===== config.mk =====
export PLATFORM = sky130hd
export DESIGN_NAME = bag_glue
export DESIGN_NICKNAME = d
export VERILOG_FILES = /design/src/hdl/bag_pkg.sv /design/src/hdl/bag_size_ack.sv /design/src/hdl/bag_glue.sv
export SDC_FILE = /design/constraint.sdc
export NUM_CORES = 1
export LEC_CHECK = 0
export ABC_AREA = 1
export BUFFER_PORTS_ARGS = -buffer_cell sky130_fd_sc_hd__buf_2
export CAP_MARGIN = 5
export CORE_AREA = 2 2 104 106
export CTS_CLUSTER_SIZE = 14
export DETAILED_ROUTE_END_ITERATION = 10
export DIE_AREA = 0 0 106 108
export HOLD_SLACK_MARGIN = 0.08
export PLACE_DENSITY_LB_ADDON = 0.15
export SETUP_SLACK_MARGIN = 0.2
export SYNTH_ARGS = -nofsm -noshare
export SYNTH_HDL_FRONTEND = slang
export SYNTH_SLANG_ARGS = --single-unit

===== constraint.sdc =====
create_clock -name aclk -period 1.6 [get_ports aclk]
set_input_delay 0.48 -clock aclk [delete_from_list [all_inputs] [get_ports aclk]]
set_output_delay 0.48 -clock aclk [all_outputs]
set_load 0.02 [all_outputs]

===== src/hdl/bag_pkg.sv =====
// constants and carrier types for the bus arbiter and sizing glue
package bag_pkg;

  // ----------------------------------------
  // register map
  // ----------------------------------------
  localparam int          ADDR_W         = 4;
  localparam int          DATA_W         = 32;
  localparam logic [3:0]  OFS_CONFIG     = 4'h0;
  localparam logic [3:0]  OFS_PIN_ASSIGN = 4'h4;
  localparam logic [3:0]  OFS_STATUS     = 4'h8;
  localparam logic [7:0]  CONFIG_RESET   = 8'h00;
  localparam logic [15:0] PIN_RESET      = 16'h0000;

  // ----------------------------------------
  // bus answers and fixed levels
  // ----------------------------------------
  localparam logic [1:0]  RESP_OKAY      = 2'h0;
  localparam logic [1:0]  RESP_SLVERR    = 2'h2;
  localparam logic [1:0]  SIZE_IDLE      = 2'h3;
  localparam logic [2:0]  TM_ALL         = 3'h7;
  localparam logic [2:0]  TM_NONE        = 3'h0;

  // ----------------------------------------
  // carriers
  // ----------------------------------------
  // reset-time configuration byte, bit 7 down to bit 0
  typedef struct packed {
    logic       auto_ack;
    logic [1:0] boot_port_size;
    logic       pin_mode;
    logic [1:0] clock_range;
    logic [1:0] bus_clock_divide;
  } bag_cfg_t;

  // transfer type and modifier, all in asserted sense
  typedef struct packed {
    logic       transfer_type_bit1;
    logic       transfer_type_bit0;
    logic [2:0] transfer_modifier;
  } bag_xfer_t;

  typedef enum logic [1:0] {
    BAG_OWN_NONE,
    BAG_OWN_CPU,
    BAG_OWN_TGT
  } bag_owner_t;

  typedef struct packed {
    logic [7:0] sampled_data;
    logic [1:0] size_in;
    bag_owner_t owner;
    logic       transfer_ack;
    logic       spare_test;
    logic       int7_ack;
    logic       emulator_dma_ack;
  } bag_status_t;

endpackage


===== src/hdl/bag_size_ack.sv =====
// port-size acknowledge to size and transfer-acknowledge conversion
`timescale 1ns/10ps
module bag_size_ack
  import bag_pkg::*;
(
  input  wire logic       aclk,
  input  wire logic       aresetn,
  input  wire logic       sys_reset_n,
  input  wire logic       target_grant,
  input  wire logic       port_size_ack0,
  input  wire logic       port_size_ack1,
  output logic      [1:0] size_out,
  output logic            size_oe_n,
  output logic            transfer_ack,
  output logic            spare_test
);

  wire logic both_ack = port_size_ack0 & port_size_ack1;
  wire logic any_ack  = port_size_ack0 | port_size_ack1;

  // ----------------------------------------
  // size and acknowledge
  // ----------------------------------------
  // forced high in reset so the processor never sees a glitch
  assign size_out[0]  = !sys_reset_n | (!port_size_ack0 & port_size_ack1); // [RL6] [RL10]
  assign size_out[1]  = !sys_reset_n | (!port_size_ack1 & port_size_ack0); // [RL7] [RL10]
  // size pins are processor inputs while the target is master and during system reset
  assign size_oe_n    = !(target_grant | !sys_reset_n); // [RL12]
  assign transfer_ack = sys_reset_n & target_grant & any_ack; // [RL9] [RL13]
  // reset default announces a 32-bit port
  assign spare_test   = !sys_reset_n | both_ack; // [RL8] [RL11]
endmodule


===== src/hdl/bag_glue.sv =====
// bus arbiter, cycle decode, sizing glue and reset configuration
//
// The register addresses and the AXI4-Lite slave port are this design's own decisions.
`timescale 1ns/10ps
// What this block does
// [RL1] emulator DMA acknowledge when type bit 0 set and bit 1 clear
// [RL2] both type bits and all modifier bits set: normal CPU space access
// [RL3] all type and modifier bits clear: interrupt level 7 acknowledge
// [RL4] grant target when it requests and new processor is not granted
// [RL5] grant new processor on request, or target idle with bus driven
// [RL6] size bit 0 when port ack 0 clear and port ack 1 set
// [RL7] size bit 1 when port ack 1 clear and port ack 0 set
// [RL8] spare test output high when both port acks set (32-bit port)
// [RL9] transfer ack when target owns bus and gives either port ack
// [RL10] size outputs held high during reset to avoid glitches
// [RL11] transfer ack sizing defaults to 32 bits at reset via spare
// [RL12] size pins are inputs to processor while target is master
// [RL13] every decode output inactive during system reset; registered grants clear one clock after it asserts
// [RL14] configuration byte driven on low data byte during reset
// [RL15] pin mode zero gives parallel port; one enables alternate functions
// [RL16] data strobe follows address strobe, write cycles one clock later
// [RL17] function code bit 1 high during level 7 interrupt acknowledge
// [RL18] grants never overlap; current holder keeps bus on contention
module bag_glue
  import bag_pkg::*;
(
  input  wire logic              aclk,
  input  wire logic              aresetn,
  input  wire logic [ADDR_W-1:0] awaddr,
  input  wire logic              awvalid,
  output logic                   awready,
  input  wire logic [DATA_W-1:0] wdata,
  input  wire logic [3:0]        wstrb,
  input  wire logic              wvalid,
  output logic                   wready,
  output logic      [1:0]        bresp,
  output logic                   bvalid,
  input  wire logic              bready,
  input  wire logic [ADDR_W-1:0] araddr,
  input  wire logic              arvalid,
  output logic                   arready,
  output logic      [DATA_W-1:0] rdata,
  output logic      [1:0]        rresp,
  output logic                   rvalid,
  input  wire logic              rready,
  input  wire logic              sys_reset_n,
  input  wire bag_xfer_t         xfer,
  input  wire logic              new_cpu_request,
  input  wire logic              target_request,
  input  wire logic              bus_driven_flag,
  input  wire logic              write_cycle,
  input  wire logic              address_strobe,
  input  wire logic              port_size_ack0,
  input  wire logic              port_size_ack1,
  input  wire logic [1:0]        size_in,
  input  wire logic [7:0]        data_low_in,
  output logic                   new_cpu_grant,
  output logic                   target_grant,
  output logic                   emulator_dma_ack,
  output logic                   cpu_space_access,
  output logic                   int7_ack,
  output logic                   function_code_one,
  output logic                   delayed_strobe,
  output logic      [1:0]        size_out,
  output logic                   size_oe_n,
  output logic                   transfer_ack,
  output logic                   spare_test,
  output logic      [7:0]        data_low_out,
  output logic                   data_low_oe_n,
  output logic      [15:0]       alt_pin_enable
);

  function automatic logic [7:0] merge_byte(input logic [7:0] old_v,
                                            input logic [7:0] new_v,
                                            input logic       en);
    merge_byte = en ? new_v : old_v;
  endfunction

  // ----------------------------------------
  // state
  // ----------------------------------------
  bag_cfg_t    cfg;
  logic [15:0] pin_assign;
  logic        as_q;
  logic        aw_got;
  logic        w_got;
  logic [3:0]  aw_q;
  logic [31:0] w_q;
  logic [3:0]  ws_q;

  // ----------------------------------------
  // cycle decode
  // ----------------------------------------
  wire logic tt0 = xfer.transfer_type_bit0;
  wire logic tt1 = xfer.transfer_type_bit1;

  assign emulator_dma_ack  = sys_reset_n & tt0 & !tt1; // [RL1] [RL13]
  assign cpu_space_access  = sys_reset_n & tt0 & tt1
                           & (xfer.transfer_modifier == TM_ALL); // [RL2] [RL13]
  assign int7_ack          = sys_reset_n & !tt0 & !tt1
                           & (xfer.transfer_modifier == TM_NONE); // [RL3] [RL13]
  assign function_code_one = int7_ack; // [RL17]

  // write strobes wait one clock so write data can settle first
  assign delayed_strobe = sys_reset_n & address_strobe
                        & (!write_cycle | as_q); // [RL16] [RL13]

  always_ff @(posedge aclk) begin
    if (!aresetn) begin
      as_q <= 1'b0;
    end else begin
      as_q <= address_strobe & sys_reset_n;
    end
  end

  // ----------------------------------------
  // arbitration
  // ----------------------------------------
  // registered grants; a holder blocks the other side until it lets go,
  // so a handover always shows one idle cycle between grants
  wire logic cpu_wants = new_cpu_request | (!target_request & bus_driven_flag); // [RL5]
  wire logic next_new_cpu_grant = sys_reset_n & cpu_wants & !target_grant; // [RL18] [RL13]
  wire logic next_target_grant  = sys_reset_n & target_request
                                & !new_cpu_grant & !next_new_cpu_grant; // [RL4] [RL18]

  always_ff @(posedge aclk) begin
    if (!aresetn) begin
      new_cpu_grant <= 1'b0;
      target_grant  <= 1'b0;
    end else begin
      new_cpu_grant <= next_new_cpu_grant;
      target_grant  <= next_target_grant;
    end
  end

  // ----------------------------------------
  // sizing
  // ----------------------------------------
  bag_size_ack u_size (
    .aclk           (aclk),
    .aresetn        (aresetn),
    .sys_reset_n    (sys_reset_n),
    .target_grant   (target_grant),
    .port_size_ack0 (port_size_ack0),
    .port_size_ack1 (port_size_ack1),
    .size_out       (size_out),
    .size_oe_n      (size_oe_n),
    .transfer_ack   (transfer_ack),
    .spare_test     (spare_test)
  );

  // ----------------------------------------
  // reset configuration and pin functions
  // ----------------------------------------
  assign data_low_out   = cfg; // [RL14]
  assign data_low_oe_n  = sys_reset_n; // [RL14]
  // mode zero keeps every pin a parallel port bit
  assign alt_pin_enable = cfg.pin_mode ? pin_assign : 16'h0000; // [RL15]

  // ----------------------------------------
  // register write
  // ----------------------------------------
  // address and data may arrive in either order; answer once both held
  assign awready = !aw_got & !bvalid;
  assign wready  = !w_got & !bvalid;

  wire logic aw_fire = awvalid & awready;
  wire logic w_fire  = wvalid & wready;
  wire logic aw_have = aw_got | aw_fire;
  wire logic w_have  = w_got | w_fire;
  wire logic do_wr   = aw_have & w_have & !bvalid;

  wire logic [3:0]  wr_addr = aw_got ? aw_q : awaddr;
  wire logic [31:0] wr_data = w_got ? w_q : wdata;
  wire logic [3:0]  wr_strb = w_got ? ws_q : wstrb;
  wire logic        wr_cfg  = do_wr & (wr_addr == OFS_CONFIG);
  wire logic        wr_pin  = do_wr & (wr_addr == OFS_PIN_ASSIGN);
  wire logic        wr_ok   = (wr_addr == OFS_CONFIG) | (wr_addr == OFS_PIN_ASSIGN)
                            | (wr_addr == OFS_STATUS);

  always_ff @(posedge aclk) begin
    if (!aresetn) begin
      aw_got <= 1'b0;
      w_got  <= 1'b0;
      aw_q   <= 4'h0;
      w_q    <= 32'h00000000;
      ws_q   <= 4'h0;
      bvalid <= 1'b0;
      bresp  <= RESP_OKAY;
    end else begin
      if (aw_fire) begin
        aw_q <= awaddr;
      end
      if (w_fire) begin
        w_q  <= wdata;
        ws_q <= wstrb;
      end
      aw_got <= aw_have & !do_wr;
      w_got  <= w_have & !do_wr;
      if (do_wr) begin
        bvalid <= 1'b1;
        bresp  <= wr_ok ? RESP_OKAY : RESP_SLVERR;
      end else if (bready) begin
        bvalid <= 1'b0;
      end
    end
  end

  always_ff @(posedge aclk) begin
    if (!aresetn) begin
      cfg        <= CONFIG_RESET;
      pin_assign <= PIN_RESET;
    end else begin
      if (wr_cfg) begin
        cfg <= merge_byte(cfg, wr_data[7:0], wr_strb[0]);
      end
      if (wr_pin) begin
        pin_assign[7:0]  <= merge_byte(pin_assign[7:0], wr_data[7:0], wr_strb[0]);
        pin_assign[15:8] <= merge_byte(pin_assign[15:8], wr_data[15:8], wr_strb[1]);
      end
    end
  end

  // ----------------------------------------
  // register read
  // ----------------------------------------
  bag_status_t status;
  bag_owner_t  owner;

  assign owner = target_grant  ? BAG_OWN_TGT :
                 new_cpu_grant ? BAG_OWN_CPU : BAG_OWN_NONE;

  assign status = '{sampled_data:     data_low_in,
                    size_in:          size_in,
                    owner:            owner,
                    transfer_ack:     transfer_ack,
                    spare_test:       spare_test,
                    int7_ack:         int7_ack,
                    emulator_dma_ack: emulator_dma_ack};

  assign arready = !rvalid;

  wire logic rd_fire = arvalid & arready;
  wire logic rd_ok   = (araddr == OFS_CONFIG) | (araddr == OFS_PIN_ASSIGN)
                     | (araddr == OFS_STATUS);
  wire logic [31:0] rd_word = (araddr == OFS_CONFIG)     ? {24'h000000, cfg} :
                              (araddr == OFS_PIN_ASSIGN) ? {16'h0000, pin_assign} :
                              (araddr == OFS_STATUS)     ? {16'h0000, status} :
                                                           32'h00000000;

  always_ff @(posedge aclk) begin
    if (!aresetn) begin
      rvalid <= 1'b0;
      rdata  <= 32'h00000000;
      rresp  <= RESP_OKAY;
    end else if (rd_fire) begin
      rvalid <= 1'b1;
      rdata  <= rd_word;
      rresp  <= rd_ok ? RESP_OKAY : RESP_SLVERR;
    end else if (rready) begin
      rvalid <= 1'b0;
    end
  end

  // ----------------------------------------
  // checks
  // ----------------------------------------
  // an attempt started on the last reset edge would judge flops still held
  // in reset, so checking resumes one edge after release
  logic out_of_reset;

  always_ff @(posedge aclk) begin
    out_of_reset <= aresetn;
  end
endmodule


=== After elaboration in Yosys (flattened, before gate mapping) ===
Index checks and enable logic that the tools add are counted.

* Flip-flop bits (word level): 89
* Input bits: 74
* Output and inout bits: 78
* Word-level logic and storage cells: 108

* Equal/unequal tests: 5
* Mux-type cells: 15
* Bitwise operators: 44
* Reduce and logical (&&, ||, !) cells: 24

{| class="wikitable"
|+ Operators with widths
! operator !! count
|-
| 16-bit 2-to-1 mux || 5
|-
| 1-bit AND || 31
|-
| 1-bit logical NOT || 16
|-
| 1-bit bitwise OR || 13
|-
| 4-bit by 3-bit == test with 1-bit output (second input constant) || 2
|-
| 4-bit == test (second input constant) || 2
|-
| 4-bit logical NOT || 2
|-
| 2-bit 2-to-1 mux || 4
|-
| 2-bit AND reduction || 3
|-
| 1-bit 2-to-1 mux || 5
|-
| 4-bit 2-to-1 mux || 1
|-
| 2-bit nonzero test || 2
|-
| 3-bit == test (second input constant) || 1
|-
| 3-bit logical NOT || 1
|}

=== Logic depth before layout (Yosys ltp) ===
Gate-level depths: netlist of run 1.

* Word-level depth: 8
* Mapped depth: 10
* Depth with buffers taken out: 8

=== Hierarchy ===
Synthesis of run 1 repeated with hierarchy kept, for this count alone.

* Cells, all modules: 550
* Area, all modules: 3,681.0 um^2

{| class="wikitable"
|+ Modules (own cells, without submodules)
! module !! instances !! cells each !! area an instance (um^2) !! sequential area each (um^2)
|-
| bag_glue || 1 || 537 || 3,632.2 || 1,421.4
|-
| bag_size_ack || 1 || 13 || 48.8 || 0.0
|}

=== Worst setup path after synthesis of run 1 ===
OpenSTA, ideal clock, no wires.

* Path kind: input-to-output
* Start point: input xfer[0] in the netlist's numbering
* End point: output int7_ack
* Arrival: 1.429 ns
* Path slack: -0.309 ns
* Stages: 4
* Path through: nor2_1 -> nand2_1 -> nor3_1 -> buf_4

* Word-level cells in the longest chain between the ends: 2

{| class="wikitable"
|+ Ends and longest elaborated chain
! what !! line !! source
|-
| start: declaration || bag_glue.sv:47 || <nowiki>input wire bag_xfer_t xfer,</nowiki>
|-
| 3-bit logical NOT || bag_glue.sv:101 || <nowiki>& (xfer.transfer_modifier == TM_NONE);</nowiki>
|-
| 1-bit AND || bag_glue.sv:101 ||
|-
| end: declaration || bag_glue.sv:61 || <nowiki>output logic int7_ack,</nowiki>
|}

Every way passes these cells.

=== Final worst setup path of run 1 ===
* Start point: register cfg (netlist bit data_low_out[4])
* End point: output alt_pin_enable[4]

* Word-level cells in the longest chain between the ends: 1

{| class="wikitable"
|+ Ends and longest elaborated chain
! what !! line !! source
|-
| start: declaration || bag_glue.sv:82 || <nowiki>bag_cfg_t cfg;</nowiki>
|-
| start signal: assignment || bag_glue.sv:215 || <nowiki>cfg <= merge_byte(cfg, wr_data[7:0], wr_strb[0]);</nowiki>
|-
| 16-bit 2-to-1 mux || bag_glue.sv:158 || <nowiki>assign alt_pin_enable = cfg.pin_mode ? pin_assign : 16'h0000;</nowiki>
|-
| end: declaration || bag_glue.sv:70 || <nowiki>output logic [15:0] alt_pin_enable</nowiki>
|}

Every way passes these cells.

==> impl_metrics.tcl, run 1 <==
set metrics [dict create \
    status "finished with violations" \
    violations "setup timing" \
    yosys-top-cells-area "dfxtp_1 39%, nand2_1 15%, nor2_1 9.3%" \
    rsz0062_at_grt "true" \
    setup_viol 2 \
    insertion_delay_ns 0.35 \
    cts-buffers-inserted 9 \
    synth_area_um2 3672 \
    grt_max_degree 55 \
    dpl_worst_slack_ns -0.006648 \
    initial_core_util 0.3589 \
    viasPerCell 4.563 \
    synth_cells 554 \
    dr.first_iter.drc_count 133 \
    peakVddDrop_v 0.0004746 \
    critPathCaptureType "output port" \
    final_cells 847 \
    multiInputGateArea_um2 2275 \
    fin_area_um2 5746 \
    die_y_um 108 \
    ys_types 35 \
    htree_levels 3 \
    cpPeakStageDelay_ns 0.40 \
    dpl_cell_area_um2 4438 \
    synthSimpleGateAreaFrac 0.3652 \
    min_period_ns 1.603 \
    drv_cap 0 \
    grt_pass1_vias 3524 \
    critical_path.max_fanout 5 \
    dieArea_um2 11450 \
    regArea_um2 1463 \
    hold_violations 0 \
    whs_path_depth 3 \
    hold_path.class "primary input to flip-flop" \
    finalCoreUtilization 0.5616 \
    io_pins 152 \
    synthXorXnorAreaFrac 0 \
    synthAdderAreaFrac 0 \
    yosysTopAreaCell "dfxtp_1" \
    syn-mean-instance-area_um2 6.629 \
    diodes 0 \
    drc_errors 0 \
    critPathKind "flip-flop to output port" \
    port_buffers 115 \
    drive_gt1_frac 0.4655 \
    finalClockSkew_ns 0.01059 \
    die_x_um 106 \
    yosys.area.top_type_share 0.3871 \
    setup_ws_ns -0.002793 \
    place_hpwl_mm 7.329 \
    worst-r2r-cell-count 11 \
    grt_usage 0.1810 \
    synth_top_family_by_area "simple AND/OR/NAND/NOR gates" \
    synth_mux_area_frac 0 \
    rows 37 \
    wire_per_inst_um 12.71 \
    cts_buffer_depth 2 \
    cts_tree "done" \
    cts-root-buf "clkbuf_8" \
    fill_cells 1003 \
    leakage_nw 2.897 \
    start_kind "flip-flop" \
    overflow 0 \
    antenna_left 0 \
    wirelength_mm 10.76 \
    antenna_found_initial 0 \
    required_ns 1.12 \
    cp.arrival_ns 1.12 \
    cts.clk_slew.worst_paths_ns 0.08 \
    grt_pass1_wl_mm 16.63 \
    drv_slew 0 \
    synth_compound_area_frac 0.1227 \
    yosysSeqAreaShare 0.3871 \
    via_count 3865 \
    coreArea_um2 10230 \
    drtPass1Iterations 4 \
    nets 780 \
    placed_cells 800 \
    ys_ff_latch 71 \
    globalplace.congestion 0.8519 \
    ys_warn_count 0 \
    fin_crit_sh 1.002 \
    postCtsHoldBufs 0 \
    syn_to_final_growth_pct 56.46 \
    cp_slowest_cell "dfxtp_4" \
    fmax_mhz 623.9 \
    path_cells "clkbuf_16, nand2_2, inv_2, buf_6" \
    power_density_nw_per_um2 786.3 \
    clkSinkCount 71 \
]
[flip-flops by register name, summed over array words and instances, names as in the netlist]
name           count
aw_q               4
rvalid             1
w_q               16
target_grant       1
bresp              1
aw_got             1
bvalid             1
rresp              1
w_got              1
data_low_out       8
rdata             16
new_cpu_grant      1
as_q               1
pin_assign        16
ws_q               2
[synthesized netlist by cell type]
library cell	number
nand2_2	6
a21oi_1	21
buf_4	22
buf_1	4
clkbuf_1	13
o21ai_0	37
o21ai_1	11
conb_1	1
nor4_1	1
a21boi_1	2
nor2_4	4
nand3_1	12
and2_4	1
or2_1	2
nor2_2	16
clkinv_1	1
or2_2	3
a211oi_1	2
nand3b_1	1
nor3_1	5
inv_4	1
nor2_1	91
inv_2	8
nand4_1	17
a21boi_0	6
buf_8	1
nand2_1	144
dfxtp_1	71
nand2_4	1
a31oi_1	2
buf_2	5
inv_1	39
o21a_1	1
o211a_1	1
nor2_8	1
[cell families after synthesis]
family / after synthesis
and+or+nand+nor: 305
buffers and inverters: 94
AOI/OAI and AO/OA: 83
DFF: 71
other: 1
[worst max-delay path: cells and delay by family, from the launching register on]
kind / cells / cell delay, ns
and+or+nand+nor: 1 / 0.05
buffers and inverters: 3 / 0.33
DFF: 1 / 0.40
[final timing paths]
check | slack [ns] | startpoint | to
worst max-delay path | -0.003 | data_low_out[4]$_SDFFE_PN0P_ | alt_pin_enable[4]
worst min-delay path | 0.38 | wdata[14] | w_q[14]$_SDFFE_PN0P_
worst max register to register | 0.09 | w_got$_SDFF_PN0_ | data_low_out[6]$_SDFFE_PN0P_
worst min register to register | 0.46 | w_q[5]$_SDFFE_PN0P_ | w_q[5]$_SDFFE_PN0P_
[stage by stage]
step	hold WS (ns)	power (mW)	setup TNS, ns
after floorplan	0.4293	2.546	0
after global placement	0.4387	2.785	0
after detailed placement	0.4455	2.799	-0.01761
after CTS	0.3557	4.375	-0.0001754
after global routing	0.3731	4.748	-0.4328
final	0.3843	4.518	-0.004865
[area by class of cell]
type | count | share of cell area
multi-input cells | 406 | 0.3959
inverters | 49 | 0.03593
well taps | 136 | 0.02962
clock inverters | 7 | 0.01285
clock buffers | 9 | 0.02156
flip-flops and latches | 71 | 0.2546
repair buffers | 169 | 0.2496
[layer usage]
metal | track usage | wire [um] | vias up
li1 | - | - | 2026
met1 | 0.2444 | 5093 | 1711
met2 | 0.2903 | 4900 | 122
met3 | 0.04340 | 680 | 6
met4 | 0.05075 | 89 | 0
met5 | 0 | 0 | -
[cells in the final DEF (no fill, tap or decap), types with 15 or more instances in the layout]
| cell | Yosys | layout |
|---|---|---|
| a21oi_1 | 21 | 18 |
| buf_2 | 5 | 67 |
| buf_4 | 22 | 39 |
| buf_6 | 0 | 50 |
| conb_1 | 1 | 18 |
| dfxtp_1 | 71 | 56 |
| inv_1 | 39 | 18 |
| inv_2 | 8 | 22 |
| nand2_1 | 144 | 107 |
| nand2_2 | 6 | 23 |
| nand2_4 | 1 | 21 |
| nand4_1 | 17 | 17 |
| nor2_1 | 91 | 76 |
| nor2_2 | 16 | 15 |
| nor2_4 | 4 | 20 |
| o21ai_0 | 37 | 21 |
| o21ai_1 | 11 | 18 |
[timing repair]
action / in CTS / in global routing
endpoints found under the setup margin: 61 / 80
buffers inserted: 15 / 13
resized for setup: 152 / 130
pin swaps: 21 / 57
gates cloned: 0 / 3
endpoints found under the hold margin: 0 / 0
[power breakdown]
part,internal [mW],switching [mW]
Sequential,1.86,0.0750
Combinational,0.470,0.656
Clock,0.722,0.733
Total,3.05,1.46
Power figures use the tool's default switching activity.
==> run 2: changes to the inputs <==
==> constraint.sdc (replaced) <==
create_clock -name aclk -period 1.52 [get_ports aclk]
set_input_delay 0.456 -clock aclk [delete_from_list [all_inputs] [get_ports aclk]]
set_output_delay 0.456 -clock aclk [all_outputs]
set_load 0.02 [all_outputs]
==> impl_metrics.tcl, run 2 (synthesized netlist as in run 1, its figures left out) <==
set metrics [dict create \
    status "finished with violations" \
    violations "setup timing" \
    crit-reg2reg-launch "aw_got$_SDFF_PN0_" \
    dpl_cell_area_um2 4447 \
    cts_buffer_depth 2 \
    hold_path.class "primary input to flip-flop" \
    drc_errors 0 \
    fin_area_um2 5847 \
    wirelength_mm 10.86 \
    drive_gt1_frac 0.4791 \
    htree_levels 3 \
    die_y_um 108 \
    syn_to_final_growth_pct 59.22 \
    min_period_ns 1.551 \
    globalplace.congestion 0.7985 \
    fill_cells 958 \
    required_ns 1.06 \
    grt_usage 0.1863 \
    tns_ns -0.3946 \
    cts_tree "done" \
    hold_violations 0 \
    diodes 0 \
    seq_power_share 0.440 \
    clkSinkCount 71 \
    rsz0062_at_grt "true" \
    drtPass1Iterations 5 \
    r2r_slack_ns 0.08 \
    fin_crit_sh 1.020 \
    critPathCaptureType "output port" \
    viasPerCell 4.591 \
    final_cell_mix "111 x nand2_1, 78 x nor2_1, 58 x buf_4" \
    coreArea_um2 10230 \
    pwr-share-comb 0.257 \
    peakVddDrop_v 0.0004501 \
    clockPowerShare 0.303 \
    critical_path.max_fanout 8 \
    cts.clk_slew.worst_paths_ns 0.09 \
    finalClockSkew_ns 0.01162 \
    nets 787 \
    power_density_nw_per_um2 794.6 \
    leakage_nw 2.833 \
    setup_viol 18 \
    overflow 0 \
    start_kind "flip-flop" \
    antenna_found_initial 0 \
    initial_core_util 0.3589 \
    grt_pass1_vias 3567 \
    cts-buffers-inserted 9 \
    fmax_mhz 644.9 \
    rows 37 \
    setup_ws_ns -0.03074 \
    crit_path_start "data_low_out[4]$_SDFFE_PN0P_" \
    place_hpwl_mm 7.270 \
    antenna_left 0 \
    switching_power_mw 1.528 \
    dr.first_iter.drc_count 150 \
    drv_slew 0 \
    swShare 0.3288 \
    mostFrequentLayoutCell "nand2_1" \
    grt_pass1_wl_mm 17.15 \
    die_x_um 106 \
    hold_start "address_strobe" \
    port_buffers 115 \
    io_pins 152 \
    drv_cap 0 \
    cp.arrival_ns 1.09 \
    via_count 3921 \
    top_regs "pin_assign: 16 flops, rdata: 16 flops, w_q: 16 flops" \
    insertion_delay_ns 0.35 \
    dieArea_um2 11450 \
    wire_per_inst_um 12.71 \
    cts-root-buf "clkbuf_8" \
    p_int_mw 3.118 \
    grt_max_degree 55 \
    power_mw 4.646 \
    critPathKind "flip-flop to output port" \
]
==> run 2: area by class of cell <==
| cell class | instances | area, um2 | share of cell area |
|---|---|---|---|
| sequential | 71 | 1481 | 0.2534 |
| clock buffer | 10 | 137.6 | 0.02354 |
| clock inverter | 6 | 45.04 | 0.007704 |
| multi-input combinational | 406 | 2245 | 0.3839 |
| inverter | 49 | 216.5 | 0.03702 |
| tap | 136 | 170.2 | 0.02910 |
| timing repair buffer | 176 | 1551 | 0.2654 |
==> run 2: routing by layer <==
| metal | global-route usage | vias to the layer above | part of all wire |
|---|---|---|---|
| li1 | - | 2033 | - |
| met1 | 0.2529 | 1762 | 0.47 |
| met2 | 0.3014 | 122 | 0.47 |
| met3 | 0.03918 | 4 | 0.056 |
| met4 | 0.05169 | 0 | 0.0056 |
| met5 | 0 | - | 0 |
==> run 2: worst paths after layout <==
path	cells after the start	end
setup / recovery	4	alt_pin_enable[4]
hold / removal	3	as_q$_SDFF_PN0_
setup reg to reg	9	data_low_out[2]$_SDFFE_PN0P_
hold reg to reg	2	w_q[0]$_SDFFE_PN0P_
==> run 2: power groups by stage <==
stage,Sequential (mW),Combinational (mW),Clock [mW]
2_1_floorplan,2.10,0.587,0
3_3_place_gp,2.08,0.844,0
3_5_place_dp,2.08,0.854,0
4_1_cts,2.03,1.10,1.45
5_1_grt,2.06,1.31,1.55
6_report,2.04,1.20,1.41
==> run 2: critical path, cell delays in order, from the launching register on <==
cell,delay [ns]
dfxtp_4,0.40
buf_12,0.15
nand2_4,0.04
inv_2,0.05
buf_6,0.11
==> run 2: repair_timing <==
item                       CTS  global route
setup buffers               25            14
resized for setup          198            92
pin swaps                   28            31
hold endpoints to repair     0             0
setup endpoints to repair   78            87
hold buffers                 0             0
==> run 2: through the flow <==
stage          hold WS (ns)    util  instances  setup slack [ns]
3_3_place_gp         0.4368  0.4346        799          -0.02826
2_1_floorplan        0.4293       -        571         -0.001542
3_5_place_dp         0.4457  0.4346        799          -0.08151
5_1_grt              0.3543  0.5715        854          -0.08146
4_1_cts              0.3582  0.5327        840          -0.03977
6_report             0.3630  0.5715        854          -0.03074
